===== src/logic/aae_pkg.sv =====
`default_nettype none
package aae_pkg;
    // ------------------------------------------------------------
    // opcodes and decode fields
    // ------------------------------------------------------------
    localparam logic [7:0] OPC_ADJ_ADD = 8'h37;
    localparam logic [7:0] OPC_ADJ_SUB = 8'h3f;
    localparam logic [7:0] OPC_ADJ_MUL = 8'hd4;
    localparam logic [7:0] OPC_ADJ_DIV = 8'hd5;
    localparam logic [7:0] ASCII_BASE = 8'h0a;
    localparam logic [3:0] HI_ADD = 4'h0;
    localparam logic [3:0] HI_ADC = 4'h1;
    localparam logic [3:0] HI_IMM = 4'h8;
    localparam logic [2:0] EXT_ADD = 3'b000;
    localparam logic [2:0] EXT_ADC = 3'b010;
    localparam logic [1:0] MOD_REG = 2'b11;
    // ------------------------------------------------------------
    // clocks per instruction on a register or cache hit
    // ------------------------------------------------------------
    localparam logic [4:0] CLK_ADJ_ADDSUB = 5'd3;
    localparam logic [4:0] CLK_ADJ_DIV = 5'd7;
    localparam logic [4:0] CLK_ADJ_MUL = 5'd19;
    localparam logic [4:0] CLK_ADD = 5'd1;
    // ------------------------------------------------------------
    // flag vector layout
    // ------------------------------------------------------------
    localparam int FL_CF = 0;
    localparam int FL_PF = 1;
    localparam int FL_AF = 2;
    localparam int FL_ZF = 3;
    localparam int FL_SF = 4;
    localparam int FL_TF = 5;
    localparam int FL_IF = 6;
    localparam int FL_DF = 7;
    localparam int FL_OF = 8;
    localparam logic [8:0] FLAGS_RST = 9'h000;
    // ------------------------------------------------------------
    // register map (byte addresses)
    // ------------------------------------------------------------
    localparam logic [3:0] REG_CTRL = 4'h0;
    localparam logic [3:0] REG_FLAGS = 4'h4;
    localparam logic [3:0] REG_STATUS = 4'h8;
    localparam int CTRL_PROT = 0;
    localparam int CTRL_OP32 = 1;
    localparam logic [1:0] CTRL_RST = 2'h0;
    localparam int STAT_BUSY = 16;

    typedef enum logic [2:0] {
        AAE_OP_ADD = 3'h0,
        AAE_OP_ADC = 3'h1,
        AAE_OP_AJA = 3'h2,
        AAE_OP_AJS = 3'h3,
        AAE_OP_AJD = 3'h4,
        AAE_OP_AJM = 3'h5
    } aae_op_e;

    // operand mask for byte / 16 / 32 bit width
    function automatic logic [31:0] aae_wmask(input logic w, input logic op32);
        if (!w) begin
            return 32'h0000_00ff;
        end
        return op32 ? 32'hffff_ffff : 32'h0000_ffff;
    endfunction : aae_wmask
endpackage : aae_pkg
`default_nettype wire


===== src/logic/aae_alu.sv =====
`timescale 1ns/1ns
`default_nettype none
module aae_alu (
    // operation
    input wire aae_pkg::aae_op_e op_i,
    input wire logic w_i,
    input wire logic op32_i,
    // operands and incoming flags
    input wire logic [31:0] a_i,
    input wire logic [31:0] b_i,
    input wire logic [8:0] flags_i,
    // result
    output logic [31:0] res_o,
    output logic [8:0] flags_o,
    output logic [8:0] upd_o
);
    logic [31:0] mask;
    logic [31:0] msb;
    logic [32:0] sum;
    logic cin;
    logic adj;
    logic [7:0] al;
    logic [7:0] ah;
    logic [7:0] tmp;
    logic sa;
    logic sb;
    logic sr;

    always_comb begin
        mask = aae_pkg::aae_wmask(w_i, op32_i); // RULE_13
        msb = mask ^ (mask >> 1);
        cin = (op_i == aae_pkg::AAE_OP_ADC) & flags_i[aae_pkg::FL_CF]; // RULE_14
        sum = {1'b0, a_i & mask} + {1'b0, b_i & mask} + {32'h0000_0000, cin};
        al = a_i[7:0];
        ah = a_i[15:8];
        adj = (al[3:0] > 4'h9) | flags_i[aae_pkg::FL_AF];
        tmp = 8'h00;
        res_o = sum[31:0] & mask; // RULE_14
        flags_o = 9'h000;
        upd_o = 9'h000;
        sa = |(a_i & msb);
        sb = |(b_i & msb);
        sr = |(res_o & msb);
        case (op_i)
            aae_pkg::AAE_OP_ADD, aae_pkg::AAE_OP_ADC: begin
                flags_o[aae_pkg::FL_CF] = sum[32] | (|(sum[31:0] & ~mask));
                flags_o[aae_pkg::FL_AF] = a_i[4] ^ b_i[4] ^ sum[4];
                flags_o[aae_pkg::FL_OF] = (sa == sb) & (sr != sa);
                flags_o[aae_pkg::FL_SF] = sr;
                flags_o[aae_pkg::FL_ZF] = ~|res_o;
                flags_o[aae_pkg::FL_PF] = ~^res_o[7:0];
                upd_o = 9'h11f; // RULE_05 RULE_08
            end
            aae_pkg::AAE_OP_AJA, aae_pkg::AAE_OP_AJS: begin
                if (op_i == aae_pkg::AAE_OP_AJA) begin
                    tmp = al + (adj ? 8'h06 : 8'h00);
                    res_o = {a_i[31:16], ah + {7'h00, adj}, 4'h0, tmp[3:0]};
                end else begin
                    tmp = al - (adj ? 8'h06 : 8'h00);
                    res_o = {a_i[31:16], ah - {7'h00, adj}, 4'h0, tmp[3:0]};
                end
                flags_o[aae_pkg::FL_AF] = adj;
                flags_o[aae_pkg::FL_CF] = adj;
                upd_o = 9'h005; // RULE_01 RULE_04
            end
            aae_pkg::AAE_OP_AJD: begin
                tmp = 8'((16'(ah) * 16'(aae_pkg::ASCII_BASE)) + 16'(al));
                res_o = {a_i[31:16], 8'h00, tmp};
                upd_o = 9'h01a; // RULE_02
            end
            aae_pkg::AAE_OP_AJM: begin
                tmp = al % aae_pkg::ASCII_BASE;
                res_o = {a_i[31:16], al / aae_pkg::ASCII_BASE, tmp};
                upd_o = 9'h01a; // RULE_03
            end
            default: begin
                upd_o = 9'h000;
            end
        endcase
        if (op_i == aae_pkg::AAE_OP_AJD || op_i == aae_pkg::AAE_OP_AJM) begin
            flags_o[aae_pkg::FL_SF] = tmp[7];
            flags_o[aae_pkg::FL_ZF] = ~|tmp;
            flags_o[aae_pkg::FL_PF] = ~^tmp;
        end
    end
endmodule : aae_alu
`default_nettype wire


===== src/logic/aae_core.sv =====
// The implementer's own choices: the Avalon-MM interface to the registers and the register offsets.
`timescale 1ns/1ns
`default_nettype none
// Operation
// RULE_01: opcode 37 adjusts AL after add, sets aux carry and carry, 3 clocks.
// RULE_02: D5 0A adjusts AX before divide, sets sign, zero, parity, 7 clocks.
// RULE_03: D4 0A adjusts AX after multiply, sets sign, zero, parity, 19 clocks.
// RULE_04: opcode 3F adjusts AL after subtract, sets aux carry and carry, 3 clocks.
// RULE_05: add-with-carry register form 1[00dw] with mod 11 sets six flags, 1 clock.
// RULE_06: add-with-carry 1[000w] and 1[001w] with ModRM finish in 1 clock.
// RULE_07: add-with-carry immediate is 8[00sw] reg 010, or accumulator 1[010w], 1 clock.
// RULE_08: integer add register form 0[00dw] with mod 11 sets six flags, 1 clock.
// RULE_09: integer add 0[000w] and 0[001w] with ModRM finish in 1 clock.
// RULE_10: integer add immediate is 8[00sw] with reg field 000, 1 clock.
// RULE_11: direction, interrupt enable and trap flags never change here. The code still loads them on a write to REG_FLAGS.
// RULE_12: immediate is 8, 16 or 32 bits; exactly that many bytes are consumed.
// RULE_13: w picks byte or full width, d picks destination, s sign-extends.
// RULE_14: add-with-carry adds incoming carry, plain add ignores it; result to destination.
module aae_core (
    // clock and reset
    input wire logic clk_i,
    input wire logic rst_b_i,
    // avalon-mm slave
    input wire logic [3:0] avs_address_i,
    input wire logic avs_read_i,
    input wire logic avs_write_i,
    input wire logic [31:0] avs_writedata_i,
    output logic [31:0] avs_readdata_o,
    output logic avs_waitrequest_o,
    // instruction byte stream
    input wire logic ibyte_valid_i,
    input wire logic [7:0] ibyte_i,
    output logic ibyte_ready_o,
    // decoded instruction towards operand logic
    output logic busy_o,
    output aae_pkg::aae_op_e op_o,
    output logic w_o,
    output logic d_o,
    output logic acc_o,
    output logic imm_form_o,
    output logic [7:0] modrm_o,
    output logic [31:0] imm_o,
    // operands, held stable while busy_o
    input wire logic [31:0] dst_i,
    input wire logic [31:0] src_i,
    // completion
    output logic done_o,
    output logic illegal_o,
    output logic [31:0] result_o,
    output logic [8:0] flags_o
);
    // ------------------------------------------------------------
    // decode state
    // ------------------------------------------------------------
    typedef enum logic [2:0] {
        AAE_ST_IDLE = 3'b000,
        AAE_ST_SECOND = 3'b001,
        AAE_ST_MODRM = 3'b011,
        AAE_ST_IMM = 3'b010,
        AAE_ST_EXEC = 3'b110
    } aae_st_e;

    aae_st_e state_ff, nxt_state;
    aae_pkg::aae_op_e op_ff, nxt_op;
    logic w_ff, nxt_w;
    logic d_ff, nxt_d;
    logic s_ff, nxt_s;
    logic acc_ff, nxt_acc;
    logic immf_ff, nxt_immf;
    logic [7:0] modrm_ff, nxt_modrm;
    logic [31:0] imm_ff, nxt_imm;
    logic [1:0] idx_ff, nxt_idx;
    logic [4:0] cnt_ff, nxt_cnt;
    logic [31:0] result_ff, nxt_result;
    logic [8:0] flags_ff, nxt_flags;
    logic done_ff, nxt_done;
    logic illegal_ff, nxt_illegal;
    logic [1:0] ctrl_ff, nxt_ctrl;
    logic ack_ff, nxt_ack;
    logic [31:0] rdata_ff, nxt_rdata;

    logic take;
    logic [31:0] alu_b;
    logic [31:0] alu_res;
    logic [8:0] alu_fl;
    logic [8:0] alu_upd;
    logic wr_en;

    // index of the last immediate byte: immediate length in bytes minus one
    function automatic logic [1:0] imm_last(input logic w, input logic s, input logic op32);
        if (!w || s) begin
            return 2'd0;
        end
        return op32 ? 2'd3 : 2'd1;
    endfunction : imm_last

    // ------------------------------------------------------------
    // execution datapath
    // ------------------------------------------------------------
    always_comb begin
        alu_b = src_i;
        if (immf_ff) begin
            // 8-bit immediate with s set widens by sign
            alu_b = (s_ff && w_ff) ? {{24{imm_ff[7]}}, imm_ff[7:0]} : imm_ff; // RULE_13
        end
    end

    aae_alu u_alu (
        .op_i(op_ff),
        .w_i(w_ff),
        .op32_i(ctrl_ff[aae_pkg::CTRL_OP32]),
        .a_i(dst_i),
        .b_i(alu_b),
        .flags_i(flags_ff),
        .res_o(alu_res),
        .flags_o(alu_fl),
        .upd_o(alu_upd)
    );

    // ------------------------------------------------------------
    // decoder and sequencer
    // ------------------------------------------------------------
    assign take = ibyte_valid_i & ibyte_ready_o;
    assign wr_en = avs_write_i & ack_ff;

    always_comb begin
        nxt_state = state_ff;
        nxt_op = op_ff;
        nxt_w = w_ff;
        nxt_d = d_ff;
        nxt_s = s_ff;
        nxt_acc = acc_ff;
        nxt_immf = immf_ff;
        nxt_modrm = modrm_ff;
        nxt_imm = imm_ff;
        nxt_idx = idx_ff;
        nxt_cnt = cnt_ff;
        nxt_result = result_ff;
        nxt_flags = flags_ff;
        nxt_done = 1'b0;
        nxt_illegal = 1'b0;
        if (wr_en && avs_address_i == aae_pkg::REG_FLAGS) begin
            nxt_flags = avs_writedata_i[8:0];
        end
        case (state_ff)
            AAE_ST_IDLE: begin
                if (take) begin
                    nxt_w = 1'b1;
                    nxt_d = 1'b0;
                    nxt_s = 1'b0;
                    nxt_acc = 1'b0;
                    nxt_immf = 1'b0;
                    nxt_modrm = 8'h00;
                    nxt_imm = 32'h0000_0000;
                    nxt_idx = 2'd0;
                    nxt_cnt = aae_pkg::CLK_ADD - 5'd1;
                    case (ibyte_i)
                        aae_pkg::OPC_ADJ_ADD, aae_pkg::OPC_ADJ_SUB: begin
                            nxt_op = (ibyte_i == aae_pkg::OPC_ADJ_ADD) ?
                                aae_pkg::AAE_OP_AJA : aae_pkg::AAE_OP_AJS;
                            nxt_cnt = aae_pkg::CLK_ADJ_ADDSUB - 5'd1; // RULE_01 RULE_04
                            nxt_state = AAE_ST_EXEC;
                        end
                        aae_pkg::OPC_ADJ_MUL, aae_pkg::OPC_ADJ_DIV: begin
                            nxt_op = (ibyte_i == aae_pkg::OPC_ADJ_MUL) ?
                                aae_pkg::AAE_OP_AJM : aae_pkg::AAE_OP_AJD;
                            nxt_state = AAE_ST_SECOND;
                        end
                        default: begin
                            nxt_op = (ibyte_i[7:4] == aae_pkg::HI_ADC) ?
                                aae_pkg::AAE_OP_ADC : aae_pkg::AAE_OP_ADD;
                            nxt_w = ibyte_i[0]; // RULE_13
                            nxt_d = ibyte_i[1]; // RULE_13
                            if ((ibyte_i[7:4] == aae_pkg::HI_ADD ||
                                 ibyte_i[7:4] == aae_pkg::HI_ADC) && ibyte_i[3:2] == 2'b00) begin
                                nxt_state = AAE_ST_MODRM; // RULE_05 RULE_06 RULE_08 RULE_09
                            end else if ((ibyte_i[7:4] == aae_pkg::HI_ADD ||
                                          ibyte_i[7:4] == aae_pkg::HI_ADC) &&
                                         ibyte_i[3:1] == 3'b010) begin
                                // accumulator is always the destination
                                nxt_d = 1'b1;
                                nxt_acc = 1'b1;
                                nxt_immf = 1'b1; // RULE_07
                                nxt_state = AAE_ST_IMM;
                            end else if (ibyte_i[7:4] == aae_pkg::HI_IMM &&
                                         ibyte_i[3:2] == 2'b00) begin
                                nxt_d = 1'b0;
                                nxt_s = ibyte_i[1]; // RULE_13
                                nxt_immf = 1'b1;
                                nxt_state = AAE_ST_MODRM;
                            end else begin
                                nxt_illegal = 1'b1;
                            end
                        end
                    endcase
                end
            end
            AAE_ST_SECOND: begin
                if (take) begin
                    if (ibyte_i == aae_pkg::ASCII_BASE) begin
                        nxt_cnt = (op_ff == aae_pkg::AAE_OP_AJM) ?
                            aae_pkg::CLK_ADJ_MUL - 5'd1 : aae_pkg::CLK_ADJ_DIV - 5'd1; // RULE_02 RULE_03
                        nxt_state = AAE_ST_EXEC;
                    end else begin
                        nxt_illegal = 1'b1;
                        nxt_state = AAE_ST_IDLE;
                    end
                end
            end
            AAE_ST_MODRM: begin
                if (take) begin
                    nxt_modrm = ibyte_i;
                    nxt_state = AAE_ST_EXEC;
                    if (immf_ff) begin
                        nxt_state = AAE_ST_IMM;
                        if (ibyte_i[5:3] == aae_pkg::EXT_ADC) begin
                            nxt_op = aae_pkg::AAE_OP_ADC; // RULE_07
                        end else if (ibyte_i[5:3] == aae_pkg::EXT_ADD) begin
                            nxt_op = aae_pkg::AAE_OP_ADD; // RULE_10
                        end else begin
                            nxt_illegal = 1'b1;
                            nxt_state = AAE_ST_IDLE;
                        end
                    end
                end
            end
            AAE_ST_IMM: begin
                if (take) begin
                    nxt_imm = imm_ff | ({24'h00_0000, ibyte_i} << {idx_ff, 3'b000});
                    nxt_idx = idx_ff + 2'd1;
                    if (idx_ff == imm_last(w_ff, s_ff, ctrl_ff[aae_pkg::CTRL_OP32])) begin
                        nxt_state = AAE_ST_EXEC; // RULE_12
                    end
                end
            end
            AAE_ST_EXEC: begin
                if (cnt_ff == 5'd0) begin
                    nxt_result = alu_res; // RULE_14
                    // execution update wins over a register write in the same cycle
                    // untouched bits keep a same-cycle register write
                    nxt_flags = (nxt_flags & ~alu_upd) | (alu_fl & alu_upd); // RULE_11
                    nxt_done = 1'b1;
                    nxt_state = AAE_ST_IDLE;
                end else begin
                    nxt_cnt = cnt_ff - 5'd1;
                end
            end
            default: begin
                nxt_state = AAE_ST_IDLE;
            end
        endcase
    end

    always_ff @(posedge clk_i or negedge rst_b_i) begin
        if (!rst_b_i) begin
            state_ff <= AAE_ST_IDLE;
            op_ff <= aae_pkg::AAE_OP_ADD;
            w_ff <= 1'b0;
            d_ff <= 1'b0;
            s_ff <= 1'b0;
            acc_ff <= 1'b0;
            immf_ff <= 1'b0;
            modrm_ff <= 8'h00;
            imm_ff <= 32'h0000_0000;
            idx_ff <= 2'd0;
            cnt_ff <= 5'h00;
            result_ff <= 32'h0000_0000;
            flags_ff <= aae_pkg::FLAGS_RST;
            done_ff <= 1'b0;
            illegal_ff <= 1'b0;
        end else begin
            state_ff <= nxt_state;
            op_ff <= nxt_op;
            w_ff <= nxt_w;
            d_ff <= nxt_d;
            s_ff <= nxt_s;
            acc_ff <= nxt_acc;
            immf_ff <= nxt_immf;
            modrm_ff <= nxt_modrm;
            imm_ff <= nxt_imm;
            idx_ff <= nxt_idx;
            cnt_ff <= nxt_cnt;
            result_ff <= nxt_result;
            flags_ff <= nxt_flags;
            done_ff <= nxt_done;
            illegal_ff <= nxt_illegal;
        end
    end

    // ------------------------------------------------------------
    // register slave: one wait cycle, answer registered
    // ------------------------------------------------------------
    always_comb begin
        nxt_ack = (avs_read_i | avs_write_i) & ~ack_ff;
        nxt_ctrl = ctrl_ff;
        nxt_rdata = rdata_ff;
        if (wr_en && avs_address_i == aae_pkg::REG_CTRL) begin
            nxt_ctrl = avs_writedata_i[1:0];
        end
        if (avs_read_i && !ack_ff) begin
            case (avs_address_i)
                aae_pkg::REG_CTRL: nxt_rdata = {30'h0000_0000, ctrl_ff};
                aae_pkg::REG_FLAGS: nxt_rdata = {23'h00_0000, flags_ff};
                aae_pkg::REG_STATUS: nxt_rdata = {15'h0000, busy_o, 7'h00, flags_ff};
                default: nxt_rdata = 32'h0000_0000;
            endcase
        end
    end

    always_ff @(posedge clk_i or negedge rst_b_i) begin
        if (!rst_b_i) begin
            ctrl_ff <= aae_pkg::CTRL_RST;
            ack_ff <= 1'b0;
            rdata_ff <= 32'h0000_0000;
        end else begin
            ctrl_ff <= nxt_ctrl;
            ack_ff <= nxt_ack;
            rdata_ff <= nxt_rdata;
        end
    end

    // ------------------------------------------------------------
    // outputs
    // ------------------------------------------------------------
    assign avs_waitrequest_o = (avs_read_i | avs_write_i) & ~ack_ff;
    assign avs_readdata_o = rdata_ff;
    assign ibyte_ready_o = (state_ff != AAE_ST_EXEC);
    assign busy_o = (state_ff == AAE_ST_EXEC);
    assign op_o = op_ff;
    assign w_o = w_ff;
    assign d_o = d_ff;
    assign acc_o = acc_ff;
    assign imm_form_o = immf_ff;
    assign modrm_o = modrm_ff;
    assign imm_o = imm_ff;
    assign done_o = done_ff;
    assign illegal_o = illegal_ff;
    assign result_o = result_ff;
    assign flags_o = flags_ff;
endmodule : aae_core
`default_nettype wire


===== config.mk =====
export PLATFORM = sky130hd
export DESIGN_NAME = aae_core
export DESIGN_NICKNAME = d
export VERILOG_FILES = /design/src/logic/aae_pkg.sv /design/src/logic/aae_alu.sv /design/src/logic/aae_core.sv
export SDC_FILE = /design/constraint.sdc
export NUM_CORES = 1
export LEC_CHECK = 0
export ABC_AREA = 1
export BUFFER_PORTS_ARGS = -buffer_cell sky130_fd_sc_hd__buf_2
export CELL_PAD_IN_SITES_DETAIL_PLACEMENT = 0
export CELL_PAD_IN_SITES_GLOBAL_PLACEMENT = 1
export CORE_ASPECT_RATIO = 1.75
export CORE_UTILIZATION = 40
export CTS_BUF_LIST = sky130_fd_sc_hd__clkbuf_8 sky130_fd_sc_hd__clkbuf_16
export DETAILED_ROUTE_END_ITERATION = 6
export PLACE_DENSITY = 0.84
export SLEW_MARGIN = 20
export SYNTH_ARGS = -nofsm -noshare
export SYNTH_HDL_FRONTEND = slang
export SYNTH_SLANG_ARGS = --single-unit

===== constraint.sdc =====
create_clock -name clk_i -period 6 [get_ports clk_i]
set_input_delay 0.9 -clock clk_i [delete_from_list [all_inputs] [get_ports clk_i]]
set_output_delay 0.9 -clock clk_i [all_outputs]
set_load 0.005 [all_outputs]

==> run_results.csv <==
group,metric,value,unit
power_and_ir_drop,power.density,390,nW/um^2
timing,finalSetupViolCount,0,
worst_hold_path,hold_path.class,"register to register",
clock_tree,cts_resized,0,
synth,synth_top_cell_area_share,27.8,%
die,num_rows,77,
drt,antenna_left,0,
finish,multiInputGateArea,6200,sq um
placed_design,io_buffers,192,
timing,hold_viol,0,
setup_path,endpoint_kind,"register",
die,fp.dieH,214,microns
clock_tree,cts_inserted_buffers,17,
timing,relSlewSlack,33.0,%
synth,synth-edff-count,0,
global_routing,grt_max_degree,62,
finish,layoutNonFillerInstCount,2046,
drt,wl_met3,1.45,mm
drt,wirelength_met1,13.7,mm
die,io_pins,238,
timing,tns,0,ns
timing,clock.fmax,0.225,GHz
synth,synthTopCellsByArea,"dfrtp_1 (28%), nand2_1 (10%), inv_1 (8.7%), ha_1 (8.5%), nor2_1 (6.5%)",
clock_tree,clk_latency,0.44,ns
global_routing,overflow,0,
timing,fin_crit,4.44,ns
finish,final_nets,1908,
drt,drtIter0Drc,627,
clock_tree,numClockSinks,114,
die,initial_core_util,40.7,%
synth,yosysTopAreaCell,"dfrtp_1",
clock_tree,cts_setup_buffers,0,
synth,ys_types,52,
clock_tree,cts_tree,"done",
drt,highest_layer,"met4",
drt,drc_errors,0,
timing,tightest_slew,1.00,ns
job,max_cap_viol_count,0,
global_routing,track_usage,28.9,%
synth,postSynthAreaPerCell,6.63,sq um
die,fp.coreArea,25200,sq um
synth,ys.flop_type,"dfrtp_1",
finish,num_antenna_cells,0,
clock_tree,clockRootBuffer,"clkbuf_16",
global_routing,antenna_found_initial,1,
clock_tree,h-tree-depth,4,
synth,seq_area_frac_synth,27.8,%
finish,seqCellArea,2850,sq um
synth,synth-seq-cells,114,
synth,synthCells,1548,
clock_tree,clk_pin_slew,0.06,ns
drt,dr.pass1.iters,5,
power_and_ir_drop,ir_worst_vdd,0.000265,V
synth,synth.yosys.warnings,0,
finish,layout.cells.most_common,"nand2_1",
finish,layout_common_cells,"nand2_1 (285), inv_1 (237), buf_2 (191)",
placed_design,place.gp.congestion,0.972,
setup_path,startpoint_type,"input port",
drt,vias,10900,
synth,synthArstFlopShare,100,%
clock_tree,cts_hold_buf,0,
run_status,outcome,"finished clean",
timing,rsz0062_at_grt,"no",
global_routing,grt_pass1_vias,10700,
timing,clock_skew,0.00993,ns
drt,via_per_inst,5.34,
clock_tree,clock_path_buffers,2,
drt,drt-total-wl,37.4,mm
setup_path,cp_data_required_time,6.33,ns
synth,syn_area,10300,sq um
finish,area_delta_synth_final,17.3,%
finish,final_layout_size_suffix_gt1_share,16.4,%
placed_design,hpwl,30.4,mm
drt,wl_met2,20.0,mm
global_routing,grt_pass1_wl,57.0,mm
finish,n_fill_cell,2741,
timing,period_share,74.0,%
die,dieArea,26300,sq um
power_and_ir_drop,p_leak,6.33,nW
die,die_width,123,microns
setup_path,path_max_fanout,10,
timing,slew_violations,0,
drt,wl_per_cell,18.3,microns
setup_path,crit_arrival,4.77,ns
placed_design,post-place-cells,2015,
setup_path,path_class,"input port to register",
-- where the power goes --
| part | internal, W | switching [W] | total [W] |
|---|---|---|---|
| clock | 0.000672 | 0.000390 | 0.00106 |
| sequential | 0.00107 | 0.000230 | 0.00130 |
| combinational | 0.000856 | 0.00148 | 0.00234 |
| total | 0.00260 | 0.00210 | 0.00470 |
-- final timing paths --
| kind | from | end | slack [ns] | cells past startpoint |
|---|---|---|---|---|
| worst max-delay path | dst_i[3] | flags_o[1] | 1.56 | 21 |
| worst min-delay path | ack_ff | ack_ff | 0.48 | 1 |
| worst max register to register | imm_form_o | flags_o[3] | 1.66 | 22 |
| worst min register to register | ack_ff | ack_ff | 0.48 | 1 |
| max in group asynchronous | rst_b_i | cnt_ff[3] | 4.17 | 2 |
| min in group asynchronous | rst_b_i | avs_readdata_o[0] | 0.51 | 1 |
-- registers in the layout, summed over array words and instances, names as in the netlist, 2 cells and up --
| register | flops |
|---|---|
| imm_o | 32 |
| result_o | 32 |
| avs_readdata_o | 10 |
| flags_o | 9 |
| modrm_o | 8 |
| cnt_ff | 5 |
| op_o | 3 |
| state_ff | 3 |
| ctrl_ff | 2 |
| idx_ff | 2 |
-- stage by stage --
step	hold WS, ns	area (sq um)	utilization, %	worst slack [ns]	power, W
floorplan	0.443	10300	-	2.20	0.00276
global placement	0.451	11400	45.3	1.17	0.00361
detailed placement	0.460	11400	45.3	1.15	0.00364
CTS	0.475	12000	47.7	1.60	0.00472
global route	0.497	12000	47.7	1.22	0.00505
finish	0.476	12000	47.7	1.56	0.00470
-- cell type report --
class	instances	area share, %
clock buffers	19	3.76
clock inverters	12	1.31
inverters	252	7.86
multi-input cells	1131	51.5
flip-flops and latches	114	23.7
well taps	316	3.28
repair buffers	202	8.62
-- cells in the mapped netlist (all sizes together), types with 2 or more instances --
master and instances:
xor2 9, nor2 180, o31ai 4, nand4 35, o21ai 115, a21oi 118, ha 70, or2 10
a221oi 2, a21o 6, clkbuf 41, fa 7, xnor2 14, clkinv 7, o221ai 2, nand3 111
a32o 2, a211oi 5, nand3b 7, o21bai 6, nor4 7, a32oi 2, mux2 4, nor3 22
o21a 3, o22ai 2, buf 31, nand2 300, o2111ai 2, dfrtp 114, inv 245, a31oi 32
o211ai 26
-- worst max-delay path: stages --
cell and delay (ns):
buf_2 0.21, clkinv_1 0.33, a21oi_1 0.25, nor2_1 0.16
inv_1 0.23, ha_1 0.21, inv_1 0.06, fa_1 0.38
nor3_1 0.24, nand3_1 0.11, o21ai_0 0.23, nor2_1 0.06
o21ai_0 0.28, nand2_1 0.13, ha_1 0.34, xnor2_1 0.20
a21oi_1 0.08, o21ai_0 0.09, nand3_1 0.12, o21ai_0 0.11
inv_1 0.06
-- cell families (layout without fill, tap and decap cells) --
logic type / count (synthesis) / count (layout) / share of synthesized area [%]
AND/OR/NAND/NOR: 673 / 673 / 28.5
AO/OA/AOI/OAI: 332 / 332 / 18.7
buffers and inverters: 324 / 485 / 12.7
flip-flops: 114 / 114 / 27.8
adder cells (fa/ha/maj): 77 / 77 / 9.89
XOR/XNOR: 23 / 23 / 1.96
multiplexers: 4 / 4 / 0.439
other: 1 / 22 / 0.0365
-- layer usage --
metal  up-vias  GRT usage, %
met1      5106          29.6
li1       5404             -
met5         -             0
met3        93          4.21
met2       324          53.8
met4         0          17.3
(Power assumes the default switching activity.)
